--- src/verilog/mapper_cfg.svh ---
// mapper_cfg.svh: offsets, field positions, reset values and block shifts of the mapper
// assumes: included by the mapper package users; 32-bit apb data, word-aligned registers
`ifndef MAPPER_CFG_SVH
`define MAPPER_CFG_SVH

`define OFS_CTRL       8'h00
`define OFS_DEFAULT    8'h04
`define OFS_START      8'h08
`define OFS_END        8'h0c
`define OFS_ENTRY_CFG  8'h10
`define OFS_CMD        8'h14
`define OFS_STATUS     8'h18
`define OFS_BLOCKS     8'h1c

`define CTRL_BRK_ROM   0
`define CTRL_SIG_LO    8
`define CFG_TYPE_LO    0
`define CFG_SINGLE     3
`define CFG_OVERLAY    4
`define CFG_REF_LO     8
`define CMD_OP_LO      0
`define CMD_IDX_LO     8
`define ST_OVL_ERR     0
`define ST_EMPTY_ERR   1
`define ST_ALLOC_ERR   2
`define ST_DEF_ERR     3
`define ST_CONFIGURED  4

`define SIG_BITS_WIDE   5'd24
`define SIG_BITS_NARROW 5'd20
`define BLK_SHIFT_WIDE   12
`define BLK_SHIFT_NARROW 8
`define BOUND_W        20

`endif

--- src/verilog/mapper_pkg.sv ---
// mapper_pkg: descriptor and command types of the emulation memory mapper
// assumes: used through scoped names only
package mapper_pkg;
    typedef enum logic [2:0] {
        DESC_TGT_ROM = 3'h0,
        DESC_TGT_RAM = 3'h1,
        DESC_EMU_ROM = 3'h2,
        DESC_EMU_RAM = 3'h3,
        DESC_GUARDED = 3'h4
    } desc_t;

    typedef enum logic [2:0] {
        OP_NONE    = 3'h0,
        OP_ADD     = 3'h1,
        OP_DEL     = 3'h2,
        OP_DEL_ALL = 3'h3,
        OP_END     = 3'h4
    } op_t;
endpackage

--- src/verilog/emulation_memory_mapper.sv ---
// emulation_memory_mapper: range table that gives each processor address a descriptor
// assumes: apb master on pclk; processor bus signals already synchronous to pclk
`timescale 1ns/1ps
`include "mapper_cfg.svh"

module emulation_memory_mapper #(
    parameter int          ENTRIES      = 32,
    parameter bit          WIDE_CPU     = 1'b1,
    parameter int          ADDR_W       = 24,
    parameter logic [15:0] TOTAL_BLOCKS = 16'h0010
) (
    // clock and reset
    input  wire logic              pclk,
    input  wire logic              presetn,
    // apb slave
    input  wire logic              psel,
    input  wire logic              penable,
    input  wire logic              pwrite,
    input  wire logic [7:0]        paddr,
    input  wire logic [31:0]       pwdata,
    output logic      [31:0]       prdata,
    output logic                   pready,
    output logic                   pslverr,
    // processor address side
    input  wire logic [ADDR_W-1:0] cpu_addr,
    input  wire logic              cpu_valid,
    input  wire logic              cpu_write,
    // descriptor to memory resources and break logic
    output logic      [2:0]        desc,
    output logic      [15:0]       emul_blk,
    output logic                   emul_sel,
    output logic                   emul_wr,
    output logic                   brk
);
    localparam int SHIFT = WIDE_CPU ? `BLK_SHIFT_WIDE : `BLK_SHIFT_NARROW;

    // aligns a bound down to its block
    function automatic logic [19:0] blk_floor(input logic [19:0] a);
        blk_floor = (a >> SHIFT) << SHIFT;
    endfunction

    // block index of an offset within a range; callers pass a masked offset
    function automatic logic [15:0] blk_num(input logic [23:0] a);
        blk_num = 16'(a >> SHIFT);
    endfunction

    // true for the two descriptors that own emulation blocks
    function automatic logic is_emul(input logic [2:0] d);
        is_emul = (d == mapper_pkg::DESC_EMU_ROM) || (d == mapper_pkg::DESC_EMU_RAM);
    endfunction

    // registers
    logic        brk_rom_ff;
    logic [4:0]  sig_bits_ff;
    logic [2:0]  dflt_ff;
    logic [19:0] start_ff;
    logic [19:0] end_ff;
    logic [12:0] cfg_ff;
    // status and block accounting
    logic [3:0]  err_ff;
    logic        configured_ff;
    logic [15:0] avail_ff;
    logic [15:0] next_blk_ff;
    // apb answer
    logic [31:0] prdata_ff;
    logic        pready_ff;
    logic        pslverr_ff;

    // table, stored as flip-flops indexed by entry number
    logic        ent_vld_ff  [ENTRIES];
    logic        ent_own_ff  [ENTRIES];
    logic [2:0]  ent_desc_ff [ENTRIES];
    logic [19:0] ent_lo_ff   [ENTRIES];
    logic [19:0] ent_hi_ff   [ENTRIES];
    logic [15:0] ent_base_ff [ENTRIES];
    logic [15:0] ent_cnt_ff  [ENTRIES];

    // outputs
    logic [2:0]  desc_ff;
    logic [15:0] emul_blk_ff;
    logic        emul_sel_ff;
    logic        emul_wr_ff;
    logic        brk_ff;

    // apb decode: one wait state; a write lands at the edge pready is seen, read data is latched one edge earlier
    wire         setup_acc = psel & penable & ~pready_ff;
    wire         done      = psel & penable & pready_ff;
    wire         wr_done   = done & pwrite;
    wire         mapped    = (paddr[1:0] == 2'b00) && (paddr <= `OFS_BLOCKS);
    wire         wr_ctrl   = wr_done & (paddr == `OFS_CTRL);
    wire         wr_dflt   = wr_done & (paddr == `OFS_DEFAULT);
    wire         wr_start  = wr_done & (paddr == `OFS_START);
    wire         wr_end    = wr_done & (paddr == `OFS_END);
    wire         wr_cfg    = wr_done & (paddr == `OFS_ENTRY_CFG);
    wire         wr_cmd    = wr_done & (paddr == `OFS_CMD);
    wire         wr_stat   = wr_done & (paddr == `OFS_STATUS);


    // command decode: a command acts at its own pready edge only
    wire [2:0]   cmd_op    = pwdata[`CMD_OP_LO +: 3];
    wire [4:0]   cmd_idx   = pwdata[`CMD_IDX_LO +: 5];
    wire         do_add    = wr_cmd & (cmd_op == mapper_pkg::OP_ADD);
    wire         do_del    = wr_cmd & (cmd_op == mapper_pkg::OP_DEL);
    wire         do_delall = wr_cmd & (cmd_op == mapper_pkg::OP_DEL_ALL);
    wire         do_end    = wr_cmd & (cmd_op == mapper_pkg::OP_END);

    // new entry geometry
    wire [2:0]   new_desc  = cfg_ff[`CFG_TYPE_LO +: 3];
    wire         new_ovl   = cfg_ff[`CFG_OVERLAY];
    wire [4:0]   ref_idx   = cfg_ff[`CFG_REF_LO +: 5];
    wire [19:0]  new_lo    = blk_floor(start_ff);
    wire [19:0]  raw_hi    = cfg_ff[`CFG_SINGLE] ? start_ff : end_ff;
    wire [19:0]  new_hi    = blk_floor(raw_hi) | 20'((21'h0_0001 << SHIFT) - 21'h1);
    wire [15:0]  new_cnt   = 16'((new_hi - new_lo) >> SHIFT) + 16'h0001;
    wire         new_emul  = is_emul(new_desc);
    wire         bad_type  = new_desc > mapper_pkg::DESC_GUARDED;
    // an end below the start is refused rather than swapped
    wire         bad_range = raw_hi < start_ff;
    wire         ref_ok    = ent_vld_ff[ref_idx] & is_emul(ent_desc_ff[ref_idx]);
    wire         ovl_err   = do_add & new_emul & new_ovl & ~ref_ok;
    wire         need_blks = new_emul & ~new_ovl;
    wire [16:0]  blk_top   = {1'b0, next_blk_ff} + {1'b0, new_cnt};
    wire         no_room   = need_blks & ((new_cnt > avail_ff) | (blk_top > {1'b0, TOTAL_BLOCKS}));
    wire         add_err   = do_add & (ent_vld_ff[cmd_idx] | bad_type | bad_range | no_room);
    wire         add_ok    = do_add & ~add_err & ~ovl_err;
    wire [15:0]  new_base  = new_ovl ? ent_base_ff[ref_idx] : next_blk_ff;

    // only entries that took blocks give them back on delete
    wire         del_own   = do_del & ent_vld_ff[cmd_idx] & ent_own_ff[cmd_idx];
    wire         dflt_err  = wr_dflt & (is_emul(pwdata[2:0]) | (pwdata[2:0] > 3'h4));

    logic        any_vld;
    always_comb begin
        any_vld = 1'b0;
        for (int i = 0; i < ENTRIES; i++) begin
            any_vld = any_vld | ent_vld_ff[i];
        end
    end
    wire         empty_err = do_end & ~any_vld;

    // address lookup: significant bits only, lowest entry wins
    wire [23:0]  sig_mask = 24'((25'h000_0001 << sig_bits_ff) - 25'h1);
    wire [23:0]  cpu_m    = 24'(cpu_addr) & sig_mask;
    // one comparator pair per entry; the loop runs downward so that
    // the lowest index is the last to write hit_idx
    logic        hit;
    logic [4:0]  hit_idx;
    always_comb begin
        hit     = 1'b0;
        hit_idx = 5'h00;
        for (int i = ENTRIES - 1; i >= 0; i--) begin
            if (ent_vld_ff[i] && (cpu_m >= {4'h0, ent_lo_ff[i] & sig_mask[19:0]})
                && (cpu_m <= {4'h0, ent_hi_ff[i] & sig_mask[19:0]})) begin
                hit     = 1'b1;
                hit_idx = 5'(i);
            end
        end
    end
    wire [2:0]   cur_desc = hit ? ent_desc_ff[hit_idx] : dflt_ff;
    // offset counts from the floored low bound, so overlay aliases line up
    wire [15:0]  cur_blk  = ent_base_ff[hit_idx] + blk_num(cpu_m - {4'h0, ent_lo_ff[hit_idx]});
    wire         cur_emul = hit & is_emul(cur_desc);
    wire         cur_rom  = (cur_desc == mapper_pkg::DESC_EMU_ROM)
                          | (cur_desc == mapper_pkg::DESC_TGT_ROM);
    wire         cur_grd  = cur_desc == mapper_pkg::DESC_GUARDED;

    // read mux; cmd reads as zero, unmapped offsets return zero with pslverr
    logic [31:0] rd_val;
    always_comb begin
        case (paddr)
            `OFS_CTRL:      rd_val = {19'h0, sig_bits_ff, 7'h0, brk_rom_ff};
            `OFS_DEFAULT:   rd_val = {29'h0, dflt_ff};
            `OFS_START:     rd_val = {12'h0, start_ff};
            `OFS_END:       rd_val = {12'h0, end_ff};
            `OFS_ENTRY_CFG: rd_val = {19'h0, cfg_ff};
            `OFS_STATUS:    rd_val = {27'h0, configured_ff, err_ff};
            `OFS_BLOCKS:    rd_val = {TOTAL_BLOCKS - avail_ff, avail_ff};
            default:        rd_val = 32'h0000_0000;
        endcase
    end

    // apb handshake
    always_ff @(posedge pclk or negedge presetn) begin
        if (!presetn) begin
            pready_ff  <= 1'b0;
            prdata_ff  <= 32'h0000_0000;
            pslverr_ff <= 1'b0;
        end else begin
            pready_ff  <= setup_acc;
            pslverr_ff <= setup_acc & ~mapped;
            // read data latched in the wait state, held until the next access; a write loads zero
            if (setup_acc) begin
                prdata_ff <= pwrite ? 32'h0000_0000 : rd_val;
            end
        end
    end

    // configuration registers
    always_ff @(posedge pclk or negedge presetn) begin
        if (!presetn) begin
            brk_rom_ff  <= 1'b0;
            sig_bits_ff <= WIDE_CPU ? `SIG_BITS_WIDE : `SIG_BITS_NARROW;
            dflt_ff     <= mapper_pkg::DESC_TGT_RAM;
            start_ff    <= 20'h0_0000;
            end_ff      <= 20'h0_0000;
            cfg_ff      <= 13'h0000;
        end else begin
            if (wr_ctrl) begin
                brk_rom_ff  <= pwdata[`CTRL_BRK_ROM];
                sig_bits_ff <= (pwdata[`CTRL_SIG_LO +: 5] > 5'd24) ? 5'd24
                                                                  : pwdata[`CTRL_SIG_LO +: 5];
            end
            if (wr_dflt && !dflt_err) begin
                dflt_ff <= pwdata[2:0];
            end
            if (wr_start) begin
                start_ff <= pwdata[`BOUND_W-1:0];
            end
            if (wr_end) begin
                end_ff <= pwdata[`BOUND_W-1:0];
            end
            if (wr_cfg) begin
                cfg_ff <= pwdata[12:0];
            end
        end
    end

    // status: a new error wins over a same-cycle write-one clear
    always_ff @(posedge pclk or negedge presetn) begin
        if (!presetn) begin
            err_ff        <= 4'h0;
            configured_ff <= 1'b0;
        end else begin
            err_ff <= (err_ff & ~({4{wr_stat}} & pwdata[3:0]))
                    | {dflt_err, add_err, empty_err, ovl_err};
            // configured drops only when the whole map is cleared
            if (do_end && any_vld) begin
                configured_ff <= 1'b1;
            end else if (do_delall) begin
                configured_ff <= 1'b0;
            end
        end
    end

    // block accounting; freed blocks are counted back but the bump pointer only
    // rewinds on delete-all, trading packing for a cheap allocator
    always_ff @(posedge pclk or negedge presetn) begin
        if (!presetn) begin
            avail_ff    <= TOTAL_BLOCKS;
            next_blk_ff <= 16'h0000;
        end else if (do_delall) begin
            avail_ff    <= TOTAL_BLOCKS;
            next_blk_ff <= 16'h0000;
        end else if (add_ok && need_blks) begin
            avail_ff    <= avail_ff - new_cnt;
            next_blk_ff <= blk_top[15:0];
        end else if (del_own) begin
            avail_ff    <= avail_ff + ent_cnt_ff[cmd_idx];
        end
    end

    // entry table; a single delete keeps the stored bounds, only valid drops
    always_ff @(posedge pclk or negedge presetn) begin
        if (!presetn) begin
            for (int i = 0; i < ENTRIES; i++) begin
                ent_vld_ff[i]  <= 1'b0;
                ent_own_ff[i]  <= 1'b0;
                ent_desc_ff[i] <= 3'h0;
                ent_lo_ff[i]   <= 20'h0_0000;
                ent_hi_ff[i]   <= 20'h0_0000;
                ent_base_ff[i] <= 16'h0000;
                ent_cnt_ff[i]  <= 16'h0000;
            end
        end else if (do_delall) begin
            for (int i = 0; i < ENTRIES; i++) begin
                ent_vld_ff[i] <= 1'b0;
            end
        end else if (do_del) begin
            ent_vld_ff[cmd_idx] <= 1'b0;
        end else if (add_ok) begin
            ent_vld_ff[cmd_idx]  <= 1'b1;
            ent_desc_ff[cmd_idx] <= new_desc;
            ent_own_ff[cmd_idx]  <= need_blks;
            ent_lo_ff[cmd_idx]   <= new_lo;
            ent_hi_ff[cmd_idx]   <= new_hi;
            ent_base_ff[cmd_idx] <= new_emul ? new_base : 16'h0000;
            ent_cnt_ff[cmd_idx]  <= need_blks ? new_cnt : 16'h0000;
        end
    end

    // per-access answer, one cycle after the address
    // registering costs a cycle but keeps the descriptor free of glitches
    always_ff @(posedge pclk or negedge presetn) begin
        if (!presetn) begin
            desc_ff     <= 3'h0;
            emul_blk_ff <= 16'h0000;
            emul_sel_ff <= 1'b0;
            emul_wr_ff  <= 1'b0;
            brk_ff      <= 1'b0;
        end else begin
            desc_ff     <= cur_desc;
            emul_blk_ff <= cur_emul ? cur_blk : 16'h0000;
            emul_sel_ff <= cpu_valid & cur_emul;
            emul_wr_ff  <= cpu_valid & cpu_write & cur_emul & ~cur_rom;
            brk_ff      <= cpu_valid & (cur_grd
                         | (cpu_write & cur_rom & brk_rom_ff));
        end
    end


    // every output straight from a flip-flop
    assign prdata   = prdata_ff;
    assign pready   = pready_ff;
    assign pslverr  = pslverr_ff;
    assign desc     = desc_ff;
    assign emul_blk = emul_blk_ff;
    assign emul_sel = emul_sel_ff;
    assign emul_wr  = emul_wr_ff;
    assign brk      = brk_ff;
endmodule // emulation_memory_mapper

--- config.mk ---
export PLATFORM = sky130hd
export DESIGN_NAME = emulation_memory_mapper
export DESIGN_NICKNAME = d
export VERILOG_FILES = /design/src/verilog/mapper_pkg.sv /design/src/verilog/emulation_memory_mapper.sv
export VERILOG_INCLUDE_DIRS = /design/src /design/src/verilog
export SDC_FILE = /design/constraint.sdc
export NUM_CORES = 2
export LEC_CHECK = 0
export ABC_AREA = 1
export BUFFER_PORTS_ARGS = -buffer_cell sky130_fd_sc_hd__clkbuf_2
export CAP_MARGIN = 20
export CORE_MARGIN = 2
export CORE_UTILIZATION = 25
export CTS_BUF_LIST = sky130_fd_sc_hd__clkbuf_8 sky130_fd_sc_hd__clkbuf_16
export CTS_CLUSTER_SIZE = 12
export DETAILED_ROUTE_END_ITERATION = 8
export GPL_ROUTABILITY_DRIVEN = 1
export SLEW_MARGIN = 20
export SYNTH_ARGS = -nofsm -noshare
export SYNTH_HDL_FRONTEND = slang
export SYNTH_SLANG_ARGS = --single-unit
export TNS_END_PERCENT = 30
--- constraint.sdc ---
create_clock -name pclk -period 22.1 [get_ports pclk]
set_clock_uncertainty 0.2 [all_clocks]
set_input_delay 1.105 -clock pclk [delete_from_list [all_inputs] [get_ports pclk]]
set_output_delay 1.105 -clock pclk [all_outputs]
set_load 0.01 [all_outputs]
==> results.toml <==
[run_status]
status = "completed"

[detailed_routing]
vias = 97100
drt-total-wl_um = 402000
wl_per_cell_um = 21.8
viasPerCell = 5.27
drt_iter0_markers = 11500
firstDrtPassIters = 9
ant_nets = 0
remaining_drc_errors = 0

[setup_path]
critPathSlowestCell = "dfstp_4"
r2r_end = "emul_blk[15]"
cp_slowest_stage_delay_ns = 0.94
crit_end = "emul_blk[15]"
r2r_slack_ns = 6.79
end_kind = "flop"
crit_top_cell = "nand2_1"
r2r_cells = 88
worstSetupStartpoint = "sig_bits_ff[4]"
required_ns = 22.63
critPathArrivalTime_ns = 15.84
start_kind = "flop"
worstSetupPathType = "reg -> reg"
crit_buf_inv = 14
path_depth = 88
path_max_fanout = 94
r2r_start = "sig_bits_ff[4]"
path_delay_family = "simple AND/OR/NAND/NOR gates"

[timing]
fin_crit_ns = 15.31
fin_setup_tns_ns = 0
tightest_slew_ns = 1.30
max_clock_freq_mhz = 65.3
finalSetupViolations = 0
relSlewSlack_pct = 13.0
setup_ws_ns = 6.79
rsz0062_at_grt = "no"
finalCritPeriodShare_pct = 69.3
hold_violations = 0
drv_slew = 0

[logic_synthesis]
synth_area_leaders = "dfrtp_1 40%, nand2_1 13%, ha_1 11%"
avgSynthCellArea_um2 = 7.76
ys_types = 72
synth-async-reset-ratio_pct = 100
syn-instance-count = 13200
netlist_area_mm2 = 0.102
ys_seq_area_share_pct = 40.5
synth_enable_flop_cells = 0
yosys.area.top_type = "dfrtp_1"
synth_nets = 14200
synthFlopType = "dfrtp_1"
synth_top_area_share_pct = 40.4
yosys_warnings = 0
yosys_register_bits = 1659

[place]
io_buffers = 114
post-place-ws_ns = 7.34
hpwl_um = 246000
place.gp.congestion = 0.953

[cts]
clockRootBuffer = "clkbuf_16"
ctsResizeCount = 0
cts_max_level = 4
cts_setup_buffers = 0
tritoncts = "yes"
cts_made_buffers = 198
clk_path_buf_depth = 4
clk_pin_slew_ns = 0.07
clk_latency_ns = 0.91
cts_hold_buf = 0
clock_sinks = 1659

[grt]
grt_overflow = 0
grt_pass1_vias = 90400
grt_use_total_pct = 18.8
antenna_found_initial = 38
grt_first_pass_wirelength_um = 596000
grt_max_degree = 171

[pwr]
p_int_mw = 5.12
pwr-share-clk_pct = 48.7
switching_share_pct = 25.5
p_seq_share_pct = 44.3
ir_drop_v = 0.0000637
p_leak_nw = 51.7
switchingPower_mw = 1.75
powerDensity_mw_per_mm2 = 59.8
combPwrFrac_pct = 7.0

[final_layout]
nets = 13800
layout-drive-gt1-share_pct = 6.37
final_util_pct = 28.1
syn2layout_area_growth_pct = 12.1
final_cell_mix = "3420 x nand2_1, 2249 x o21ai_0, 1651 x dfrtp_1"
final_common_cell = "nand2_1"
nFillCells = 43800

[floorplan]
fp.dieW_um = 644
coreArea_mm2 = 0.409
io_pins = 127
die_area_mm2 = 0.415
row_count = 235
start_util_pct = 25.1
die_height_um = 644

[hold_path]
hold_path.class = "in -> async"

[job]
maxCapViolCount = 0
-- metrics by stage --
stage                     cells  hold WS, ns  power [mW]  area (µm²)
after floorplan           13200        0.236        3.35      102000
after CTS                 18400       0.0651        6.90      115000
after detailed placement  18100        0.255        3.57      108000
final                     18400       0.0314        6.87      115000
after global routing      18400        0.110        7.09      115000
after global placement    18100        0.251        3.57      108000
-- flip-flops by register name, indices dropped and copies added (netlist names), 4 cells and up --
| name | flops |
|---|---|
| start_ff | 20 |
| ent_vld_ff | 32 |
| sig_bits_ff | 5 |
| ent_cnt_ff | 288 |
| ent_desc_ff | 96 |
| prdata | 32 |
| ent_own_ff | 32 |
| ent_lo_ff | 256 |
| next_blk_ff | 16 |
| ent_base_ff | 512 |
| err_ff | 4 |
| end_ff | 20 |
| emul_blk | 16 |
| avail_ff | 16 |
| cfg_ff | 13 |
| ent_hi_ff | 288 |
-- synth_stat cells, types with 44 or more instances --
master       n
a21oi_1    479
nand3_1    376
o22ai_1    256
o21ai_0   2253
nand2_1   3453
nor3_1      81
ha_1       903
a32o_1      44
nand4_1     87
inv_1      632
a22oi_1    132
o211ai_1   195
a31oi_1     46
buf_2       72
a211oi_1    56
o221ai_1    77
clkbuf_1   774
nor2_1     991
dfrtp_1   1655
o21a_1      49
-- metal layers --
| layer | vias to the layer above | global-route usage [%] | share of wire [%] |
|---|---|---|---|
| li1 | 44500 | - | - |
| met1 | 46900 | 25.4 | 42 |
| met2 | 4743 | 28.1 | 42 |
| met3 | 925 | 4.54 | 11 |
| met4 | 30 | 8.34 | 4.9 |
| met5 | - | 0.567 | 0.18 |
-- power groups by stage --
| stage | sequential, mW | clock, mW | combinational (mW) |
|---|---|---|---|
| 6_report | 3.04 | 3.34 | 0.483 |
| 5_1_grt | 3.04 | 3.51 | 0.538 |
| 4_1_cts | 3.04 | 3.38 | 0.479 |
| 3_5_place_dp | 3.10 | 0 | 0.477 |
| 3_3_place_gp | 3.10 | 0 | 0.471 |
| 2_1_floorplan | 3.10 | 0 | 0.257 |
-- worst min-delay path by stage --
stage                from          endpoint  cells after the start
6_report          presetn  ent_base_ff[164]                      1
5_1_grt           presetn  ent_base_ff[164]                      1
2_1_floorplan  dflt_ff[1]        dflt_ff[1]                      2
3_5_place_dp   dflt_ff[1]        dflt_ff[1]                      2
3_3_place_gp   dflt_ff[1]        dflt_ff[1]                      2
4_1_cts           presetn         end_ff[1]                      1
-- worst reg2reg max path, delay by kind of cell, from the launching register on --
kind / cells / cell delay, ns
AO/OA/AOI/OAI: 11 / 1.89
XOR/XNOR: 1 / 0.14
adder cells (fa/ha/maj): 3 / 0.96
buffers and inverters: 14 / 4.65
flip-flops: 1 / 0.94
AND/OR/NAND/NOR: 59 / 6.35
-- cells by family (layout without fill, tap and decap cells) --
| group | count (synthesis) | count (layout) | synth area share (%) |
|---|---|---|---|
| mux | 52 | 52 | 0.547 |
| xor+xnor | 43 | 43 | 0.367 |
| buf+inv | 1572 | 1322 | 5.99 |
| flops | 1659 | 1659 | 40.5 |
| other cells | 0 | 19 | 0 |
| compound gates | 3832 | 3832 | 21.4 |
| fa+ha+maj | 908 | 908 | 11.1 |
| simple gates | 5135 | 5135 | 20.1 |
-- area by class of cell --
class                   count  area [µm²]  share of cell area [%]
flip-flops and latches   1659       41500                    36.2
inverters                 660        2510                    2.19
diodes                     19        47.5                  0.0414
multi-input cells        9970       55300                    48.1
well taps                5451        6820                    5.94
clock buffers             257        5810                    5.06
clock inverters            89         687                   0.598
repair buffers            316        2180                    1.90
Note: power is estimated with default switching activity, not from simulation.
